[config.mk]
export PLATFORM = sky130hd
export DESIGN_NAME = csb_unit
export DESIGN_NICKNAME = d
export VERILOG_FILES = /design/src/logic/csb_pkg.sv /design/src/logic/csb_unit.sv /design/src/logic/csb_cond.sv
export VERILOG_INCLUDE_DIRS = /design/src /design/src/logic
export SDC_FILE = /design/constraint.sdc
export NUM_CORES = 1
export LEC_CHECK = 0
export ABC_AREA = 1
export BUFFER_PORTS_ARGS = -buffer_cell sky130_fd_sc_hd__buf_2
export CORE_ASPECT_RATIO = 1.1
export CORE_MARGIN = 10
export CORE_UTILIZATION = 50
export CTS_BUF_LIST = sky130_fd_sc_hd__clkbuf_16
export CTS_CLUSTER_DIAMETER = 120
export DETAILED_ROUTE_END_ITERATION = 8
export GPL_TIMING_DRIVEN = 0
export HOLD_SLACK_MARGIN = 0.1
export PLACE_DENSITY = 0.87
export SLEW_MARGIN = 20
export SYNTH_ARGS = -nofsm -noshare
export SYNTH_HDL_FRONTEND = slang
export SYNTH_SLANG_ARGS = --single-unit
[constraint.sdc]
create_clock -name mclk -period 3.9 [get_ports mclk]
set_clock_uncertainty 0.05 [all_clocks]
set_input_delay 0.78 -clock mclk [delete_from_list [all_inputs] [get_ports mclk]]
set_output_delay 0.78 -clock mclk [all_outputs]
set_load 0.02 [all_outputs]
[src/logic/csb_consts.svh]
// Constants for the conditional skip and branch unit.
// Assumes inclusion by bare name from package and modules.
`ifndef CSB_CONSTS_SVH
`define CSB_CONSTS_SVH

// ==========================================================
// Widths
`define CSB_PC_W 16
`define CSB_OFS_W 7
`define CSB_DATA_W 8
`define CSB_BIT_W 3
`define CSB_OP_W 4
`define CSB_CYC_W 2

// ==========================================================
// Reset values
`define CSB_PC_RST 16'h0000
`define CSB_CYC_RST 2'h0

// ==========================================================
// Status flag positions
`define CSB_FLAG_C 3'h0
`define CSB_FLAG_Z 3'h1
`define CSB_FLAG_N 3'h2
`define CSB_FLAG_V 3'h3
`define CSB_FLAG_H 3'h5

// ==========================================================
// Program counter steps
`define CSB_STEP_SEQ 16'h0001
`define CSB_STEP_SKIP_ONE 16'h0002
`define CSB_STEP_SKIP_TWO 16'h0003

// ==========================================================
// Cycle counts
`define CSB_CYC_ONE 2'h1
`define CSB_CYC_TWO 2'h2
`define CSB_CYC_THREE 2'h3
`define CSB_CNT_ONE 2'h1
`define CSB_CNT_DEC 2'h1

`endif

[src/logic/csb_pkg.sv]
// Types for the conditional skip and branch unit.
// Assumes csb_consts.svh is on the include path.
`include "csb_consts.svh"

package csb_pkg;

    // ==========================================================
    // Operation select from decode
    typedef enum logic [`CSB_OP_W-1:0] {
        OP_SEQUENTIAL = 4'h0,
        OP_SKIP_IF_REG_BIT_SET = 4'h1,
        OP_SKIP_IF_IO_BIT_CLEAR = 4'h2,
        OP_SKIP_IF_IO_BIT_SET = 4'h3,
        OP_BRANCH_IF_FLAG_SET = 4'h4,
        OP_BRANCH_IF_FLAG_CLEAR = 4'h5,
        OP_BRANCH_IF_EQUAL = 4'h6,
        OP_BRANCH_IF_NOT_EQUAL = 4'h7,
        OP_BRANCH_IF_CARRY_CLEAR = 4'h8,
        OP_BRANCH_IF_SAME_OR_HIGHER = 4'h9,
        OP_BRANCH_IF_MINUS = 4'hA,
        OP_BRANCH_IF_SIGNED_GE = 4'hB,
        OP_BRANCH_IF_HALF_CARRY_SET = 4'hC,
        OP_BRANCH_IF_HALF_CARRY_CLEAR = 4'hD
    } csb_op_e;

    // ==========================================================
    // Execution state
    typedef enum logic [0:0] {
        ST_IDLE,
        ST_STALL
    } csb_state_e;

    typedef logic [`CSB_PC_W-1:0] csb_pc_t;

endpackage

[src/logic/csb_unit.sv]
// Conditional skip and relative branch execution unit with its program counter.
// Assumes decode offers one instruction at a time, held while ready is low.
`timescale 1ns/1ns
`include "csb_consts.svh"

module csb_unit
    import csb_pkg::*;
(
    // Clock and reset
    input wire logic mclk,
    input wire logic rst_n,
    // Program counter load from fetch
    input wire logic pc_load,
    input wire logic [`CSB_PC_W-1:0] pc_load_value,
    // Decoded instruction
    input wire logic instr_valid,
    input wire csb_op_e op,
    input wire logic [`CSB_BIT_W-1:0] bit_sel,
    input wire logic [`CSB_OFS_W-1:0] offset,
    input wire logic next_two_word,
    // Operands
    input wire logic [`CSB_DATA_W-1:0] reg_rdata,
    input wire logic [`CSB_DATA_W-1:0] io_rdata,
    input wire logic [`CSB_DATA_W-1:0] status_flags_register,
    // Handshake
    output logic ready,
    // Results
    output logic [`CSB_PC_W-1:0] pc,
    output logic done,
    output logic taken,
    output logic [`CSB_CYC_W-1:0] cycles
);

    // ==========================================================
    // Condition evaluation
    logic cond_true;
    logic is_skip;
    logic is_branch;

    csb_cond u_cond (
        .op(op),
        .bit_sel(bit_sel),
        .reg_rdata(reg_rdata),
        .io_rdata(io_rdata),
        .status_flags_register(status_flags_register),
        .cond_true(cond_true),
        .is_skip(is_skip),
        .is_branch(is_branch)
    );

    // ==========================================================
    // State
    csb_state_e state_q;
    csb_state_e state_d;
    csb_pc_t pc_q;
    csb_pc_t pc_d;
    logic [`CSB_CYC_W-1:0] stall_q;
    logic [`CSB_CYC_W-1:0] stall_d;
    logic done_q;
    logic done_d;
    logic taken_q;
    logic taken_d;
    logic [`CSB_CYC_W-1:0] cycles_q;
    logic [`CSB_CYC_W-1:0] cycles_d;

    // ==========================================================
    // Target arithmetic
    csb_pc_t ofs_ext;
    csb_pc_t seq_pc;
    csb_pc_t branch_pc;
    csb_pc_t skip_pc;
    csb_pc_t exec_pc;
    logic [`CSB_CYC_W-1:0] exec_cycles;
    logic accept;

    // Sign extension lets branches reach backward as well as forward
    assign ofs_ext = {{(`CSB_PC_W-`CSB_OFS_W){offset[`CSB_OFS_W-1]}}, offset};
    assign seq_pc = pc_q + `CSB_STEP_SEQ;
    assign branch_pc = pc_q + ofs_ext + `CSB_STEP_SEQ;
    // A two-word follower needs one more word to clear it
    assign skip_pc = pc_q + (next_two_word ? `CSB_STEP_SKIP_TWO : `CSB_STEP_SKIP_ONE);

    assign ready = (state_q == ST_IDLE);
    assign accept = instr_valid && ready;

    // ==========================================================
    // Hit decode
    logic skip_hit;
    logic branch_hit;
    logic load_ok;

    assign skip_hit = is_skip && cond_true;
    assign branch_hit = is_branch && cond_true;
    // An offered instruction wins over a load in the same cycle
    assign load_ok = pc_load && ready && !instr_valid;

    // ==========================================================
    // Resulting PC for one instruction
    always_comb begin
        exec_pc = seq_pc;
        if (skip_hit) begin
            exec_pc = skip_pc;
        end else if (branch_hit) begin
            exec_pc = branch_pc;
        end
    end

    // ==========================================================
    // Cycle count for one instruction
    always_comb begin
        exec_cycles = `CSB_CYC_ONE;
        if (skip_hit) begin
            // A two-word follower costs one more fetch cycle
            exec_cycles = next_two_word ? `CSB_CYC_THREE : `CSB_CYC_TWO;
        end else if (branch_hit) begin
            exec_cycles = `CSB_CYC_TWO;
        end
    end

    // ==========================================================
    // Control group: state, stall counter and end pulse
    always_comb begin
        state_d = state_q;
        stall_d = stall_q;
        done_d = 1'b0;
        unique case (state_q)
            ST_IDLE: begin
                if (accept) begin
                    if (exec_cycles == `CSB_CYC_ONE) begin
                        // Single-cycle work ends at the very next edge
                        done_d = 1'b1;
                    end else begin
                        stall_d = exec_cycles - `CSB_CNT_DEC;
                        state_d = ST_STALL;
                    end
                end
            end
            ST_STALL: begin
                if (stall_q == `CSB_CNT_ONE) begin
                    done_d = 1'b1;
                    state_d = ST_IDLE;
                end
                stall_d = stall_q - `CSB_CNT_DEC;
            end
        endcase
    end

    always_ff @(posedge mclk or negedge rst_n) begin
        if (!rst_n) begin
            state_q <= ST_IDLE;
            stall_q <= `CSB_CYC_RST;
            done_q <= 1'b0;
        end else begin
            state_q <= state_d;
            stall_q <= stall_d;
            done_q <= done_d;
        end
    end

    // ==========================================================
    // Program counter group
    always_comb begin
        pc_d = pc_q;
        if (accept) begin
            // PC moves at once; the stall only pads the cycle count
            pc_d = exec_pc;
        end else if (load_ok) begin
            // Loads are refused mid-instruction to keep the count honest
            pc_d = pc_load_value;
        end
    end

    always_ff @(posedge mclk or negedge rst_n) begin
        if (!rst_n) begin
            pc_q <= `CSB_PC_RST;
        end else begin
            pc_q <= pc_d;
        end
    end

    // ==========================================================
    // Result group: outcome and cycle count of the last instruction
    always_comb begin
        taken_d = taken_q;
        cycles_d = cycles_q;
        if (accept) begin
            taken_d = cond_true;
            cycles_d = exec_cycles;
        end
    end

    always_ff @(posedge mclk or negedge rst_n) begin
        if (!rst_n) begin
            taken_q <= 1'b0;
            cycles_q <= `CSB_CYC_RST;
        end else begin
            taken_q <= taken_d;
            cycles_q <= cycles_d;
        end
    end

    // ==========================================================
    // Outputs
    assign pc = pc_q;
    assign done = done_q;
    assign taken = taken_q;
    assign cycles = cycles_q;

endmodule

[src/logic/csb_cond.sv]
// Condition evaluator for skips and relative branches.
// Assumes operands are stable in the cycle the instruction is offered.
`timescale 1ns/1ns
`include "csb_consts.svh"

module csb_cond
    import csb_pkg::*;
(
    // Decoded instruction
    input wire csb_op_e op,
    input wire logic [`CSB_BIT_W-1:0] bit_sel,
    // Operands
    input wire logic [`CSB_DATA_W-1:0] reg_rdata,
    input wire logic [`CSB_DATA_W-1:0] io_rdata,
    input wire logic [`CSB_DATA_W-1:0] status_flags_register,
    // Result
    output logic cond_true,
    output logic is_skip,
    output logic is_branch
);

    // ==========================================================
    // Flag taps
    logic flag_c;
    logic flag_z;
    logic flag_n;
    logic flag_v;
    logic flag_h;
    logic flag_sel;

    assign flag_c = status_flags_register[`CSB_FLAG_C];
    assign flag_z = status_flags_register[`CSB_FLAG_Z];
    assign flag_n = status_flags_register[`CSB_FLAG_N];
    assign flag_v = status_flags_register[`CSB_FLAG_V];
    assign flag_h = status_flags_register[`CSB_FLAG_H];
    assign flag_sel = status_flags_register[bit_sel];

    // ==========================================================
    // Condition select
    always_comb begin
        cond_true = 1'b0;
        is_skip = 1'b0;
        is_branch = 1'b1;
        unique case (op)
            OP_SKIP_IF_REG_BIT_SET: begin
                cond_true = reg_rdata[bit_sel];
                is_skip = 1'b1;
                is_branch = 1'b0;
            end
            OP_SKIP_IF_IO_BIT_CLEAR: begin
                cond_true = ~io_rdata[bit_sel];
                is_skip = 1'b1;
                is_branch = 1'b0;
            end
            OP_SKIP_IF_IO_BIT_SET: begin
                cond_true = io_rdata[bit_sel];
                is_skip = 1'b1;
                is_branch = 1'b0;
            end
            OP_BRANCH_IF_FLAG_SET: cond_true = flag_sel;
            OP_BRANCH_IF_FLAG_CLEAR: cond_true = ~flag_sel;
            OP_BRANCH_IF_EQUAL: cond_true = flag_z;
            OP_BRANCH_IF_NOT_EQUAL: cond_true = ~flag_z;
            OP_BRANCH_IF_CARRY_CLEAR: cond_true = ~flag_c;
            OP_BRANCH_IF_SAME_OR_HIGHER: cond_true = ~flag_c;
            OP_BRANCH_IF_MINUS: cond_true = flag_n;
            OP_BRANCH_IF_SIGNED_GE: cond_true = ~(flag_n ^ flag_v);
            OP_BRANCH_IF_HALF_CARRY_SET: cond_true = flag_h;
            OP_BRANCH_IF_HALF_CARRY_CLEAR: cond_true = ~flag_h;
            // Sequential and unused codes simply fall through to PC+1
            default: begin
                cond_true = 1'b0;
                is_branch = 1'b0;
            end
        endcase
    end

endmodule

==> out/qor.txt <==
Status - finished clean
CP max-delay cell - o21ai_0
Dpl cells - 715
Synth Register Bits - 23
Sequential share of the synthesized area - 17.73%
CP arrival - 2.78 ns
Hold Fails Final Rpt - 0
Initial antenna violation count - 0
Die H - 104.5 µm
Vias post-DR - 3902
Placer Congestion - 0.9609
Number of flops mapped to enable cells by yosys - 0
Most frequent cells in the layout - 185 x nand2_1, 81 x buf_2, 80 x inv_1
GR Util All Layers - 20.13%
Via/cell ratio - 5.427
First-pass GRT wire length - 17530 µm
Wire per inst - 15.09 µm
Max Cap Viol - 0
Peak supply drop - 339.8 µV
CTS Buffer Depth - 2
Post-CTS Resized - 0
Core Box Area - 6231 µm²
Crit path max fanout - 3
Final core occ - 61.35%
Min Tclk post-route - 2.624 ns
Met3 Track Usage GR - 2.259%
Share of layout cells above drive strength 1 - 15.18%
Busiest grt layer - met2
Placed wire-length estimate - 8516 µm
CTS buffer count - 3
Critical path class - primary input to flip-flop
Pin count of the biggest net entering global routing - 24
FMAX - 381.1 MHz
CTS H-tree depth - 1
Met1 Track Usage GR - 23.75%
Die Area - 10120 µm²
TritonCTS clock tree - built
Tcrit/Tclk final - 67.29%
Overall Power - 2.648 mW
Cell mode on critical path - nand2_1
Ys async rst share - 100.0%
Worst-path cell chain - buf_2 -> inv_1 -> ha_1 -> inv_1 -> fa_1 -> nand2_1 -> nand2_1 -> nand2_1 -> o21ai_0 -> nand3_1 -> nand2_1 -> nand2_1 -> nand2_1 -> nand3_1 -> nand2_1 -> nand2_1 -> nand2_1 -> nand2_1 -> nand2_1
M2 GR Usage - 37.19%
Root buf cell - clkbuf_16
Max Slew Vio Count - 0
Post-Syn Area per Cell - 5.840 µm²
Port bufs - 79
Syn_nets - 635
Most common cell after layout, fill and taps aside - nand2_1
Relative slew slack - 56.96%
Worst skew pair latency - 0.26 ns
Area Overhead vs Synth - 17.73%
Layout Nets - 719
Critical Path Max Stage Delay - 0.38 ns
Cell Pwr Density - 692.8 nW/µm²
Clock-pin slew on the worst setup and hold paths - 0.07 ns
Synth cell types - 33
Post-CTS setup buffer count - 0
Critical Path Start Type - primary input
Boundary pin count - 80
Num rows - 30
Post-Syn Instances - 556
DRC violation count after routing - 0
# clock sinks - 23
RSZ-0062 raised after global routing - no
Fin cells - 719
Worst Hold Class - flip-flop to flip-flop
First-pass DRT Iterations - 5
Leak - 2.215 nW
Top FF cell, synth - dfrtp_1
Crit end category - flip-flop
Setup TNS - 0 ns
Vias in the first global route - 3799
Initial DRC count - 361
Initial Utilization - 52.11%
Final wirelength - 10850 µm
GRT Residual Overflow - 0
Synthesized cell area - 3247 µm²
CP required - 4.05 ns
DRT antenna net count - 0
Yosys Warn Count - 0
Tightest Pin Transition - 0.6456 ns
Final setup vio count - 0
Die W - 96.84 µm
Post-CTS Hold Buffers - 0
Diodes inserted - 0
-- final timing paths --
| check | slack [ns] | from | cells after the start | endpoint |
|---|---|---|---|---|
| max reg2reg | 1.36 | pc[0] | 18 | pc[14] |
| min in group asynchronous | 0.45 | rst_n | 1 | pc[1] |
| min | 0.44 | taken | 2 | taken |
| max | 1.28 | offset[0] | 19 | pc[14] |
| min reg2reg | 0.44 | taken | 2 | taken |
| max in group asynchronous | 2.98 | rst_n | 1 | pc[11] |
-- layout make-up --
class                           count  area, µm²
Clock inverter                      1      5.005
Sequential cell                    23      575.6
Inverter                           81      304.0
Multi-Input combinational cell    438       2271
Clock buffer                        3      75.07
Timing Repair Buffer               79      395.4
Fill cell                         622       2409
Tap cell                           80      100.1
Buffer                             14      96.34
-- metrics by stage --
step	cell area, µm²	setup slack, ns	hold slack, ns
2_1_floorplan	3247	1.476	0.4185
3_3_place_gp	3742	1.028	0.4111
3_5_place_dp	3742	1.046	0.4275
4_1_cts	3822	1.311	0.4524
5_1_grt	3822	1.053	0.4697
6_report	3822	1.276	0.4443
-- Yosys cell counts (2+ instances only) --
cell        n  share of area, %
a21o_1      2              0.46
a21oi_1    20               3.1
buf_2       2              0.31
buf_6       5               1.7
clkbuf_1    6              0.69
dfrtp_1    23                18
ha_1       19               7.3
inv_1      80               9.2
nand2_1   185                21
nand3_1    70                11
nand3b_1    3              0.69
nor2_1     47               5.4
nor2_2      2              0.39
nor3_1      4              0.62
o211ai_1    3              0.69
o21ai_0    23               3.5
o21ai_1     4              0.62
o21bai_1    4              0.92
o22ai_1     5              0.96
xnor2_1     9               2.4
xor2_1     28               7.6
-- where the power goes --
group          internal [mW]  switching, mW
clock                  0.138         0.0963
combinational          0.680           1.17
sequential             0.356          0.211
-- worst max-delay path, delay by kind of cell --
family | cells | cell delay [ns]
and+or+nand+nor | 13 | 0.98
AOI/OAI and AO/OA | 1 | 0.38
adders and majority gates | 2 | 0.43
buffers and inverters | 3 | 0.19
-- kinds of logic (layout without fill, tap and decap cells) --
| logic type | Yosys count | count (layout) | share of synthesized area, % |
|---|---|---|---|
| and+or+nand+nor | 317 | 317 | 40.89 |
| buffers and inverters | 95 | 178 | 12.33 |
| AOI/OAI and AO/OA | 64 | 64 | 11.14 |
| xor gates and xnor gates | 37 | 37 | 9.981 |
| adders and majority gates | 20 | 20 | 7.938 |
| DFF | 23 | 23 | 17.73 |
-- registers in the layout, indices dropped and copies added, names as in the netlist --
name and count:
done 1, cycles 2, stall_q 2, state_q 1
taken 1, pc 16
-- layer usage --
metal,vias to the layer above,part of all wire (%)
met5,-,0
met4,0,1.8
met3,20,6.4
met2,171,51
met1,1773,41
li1,1938,-
Note: power is estimated with default switching activity, not from simulation.
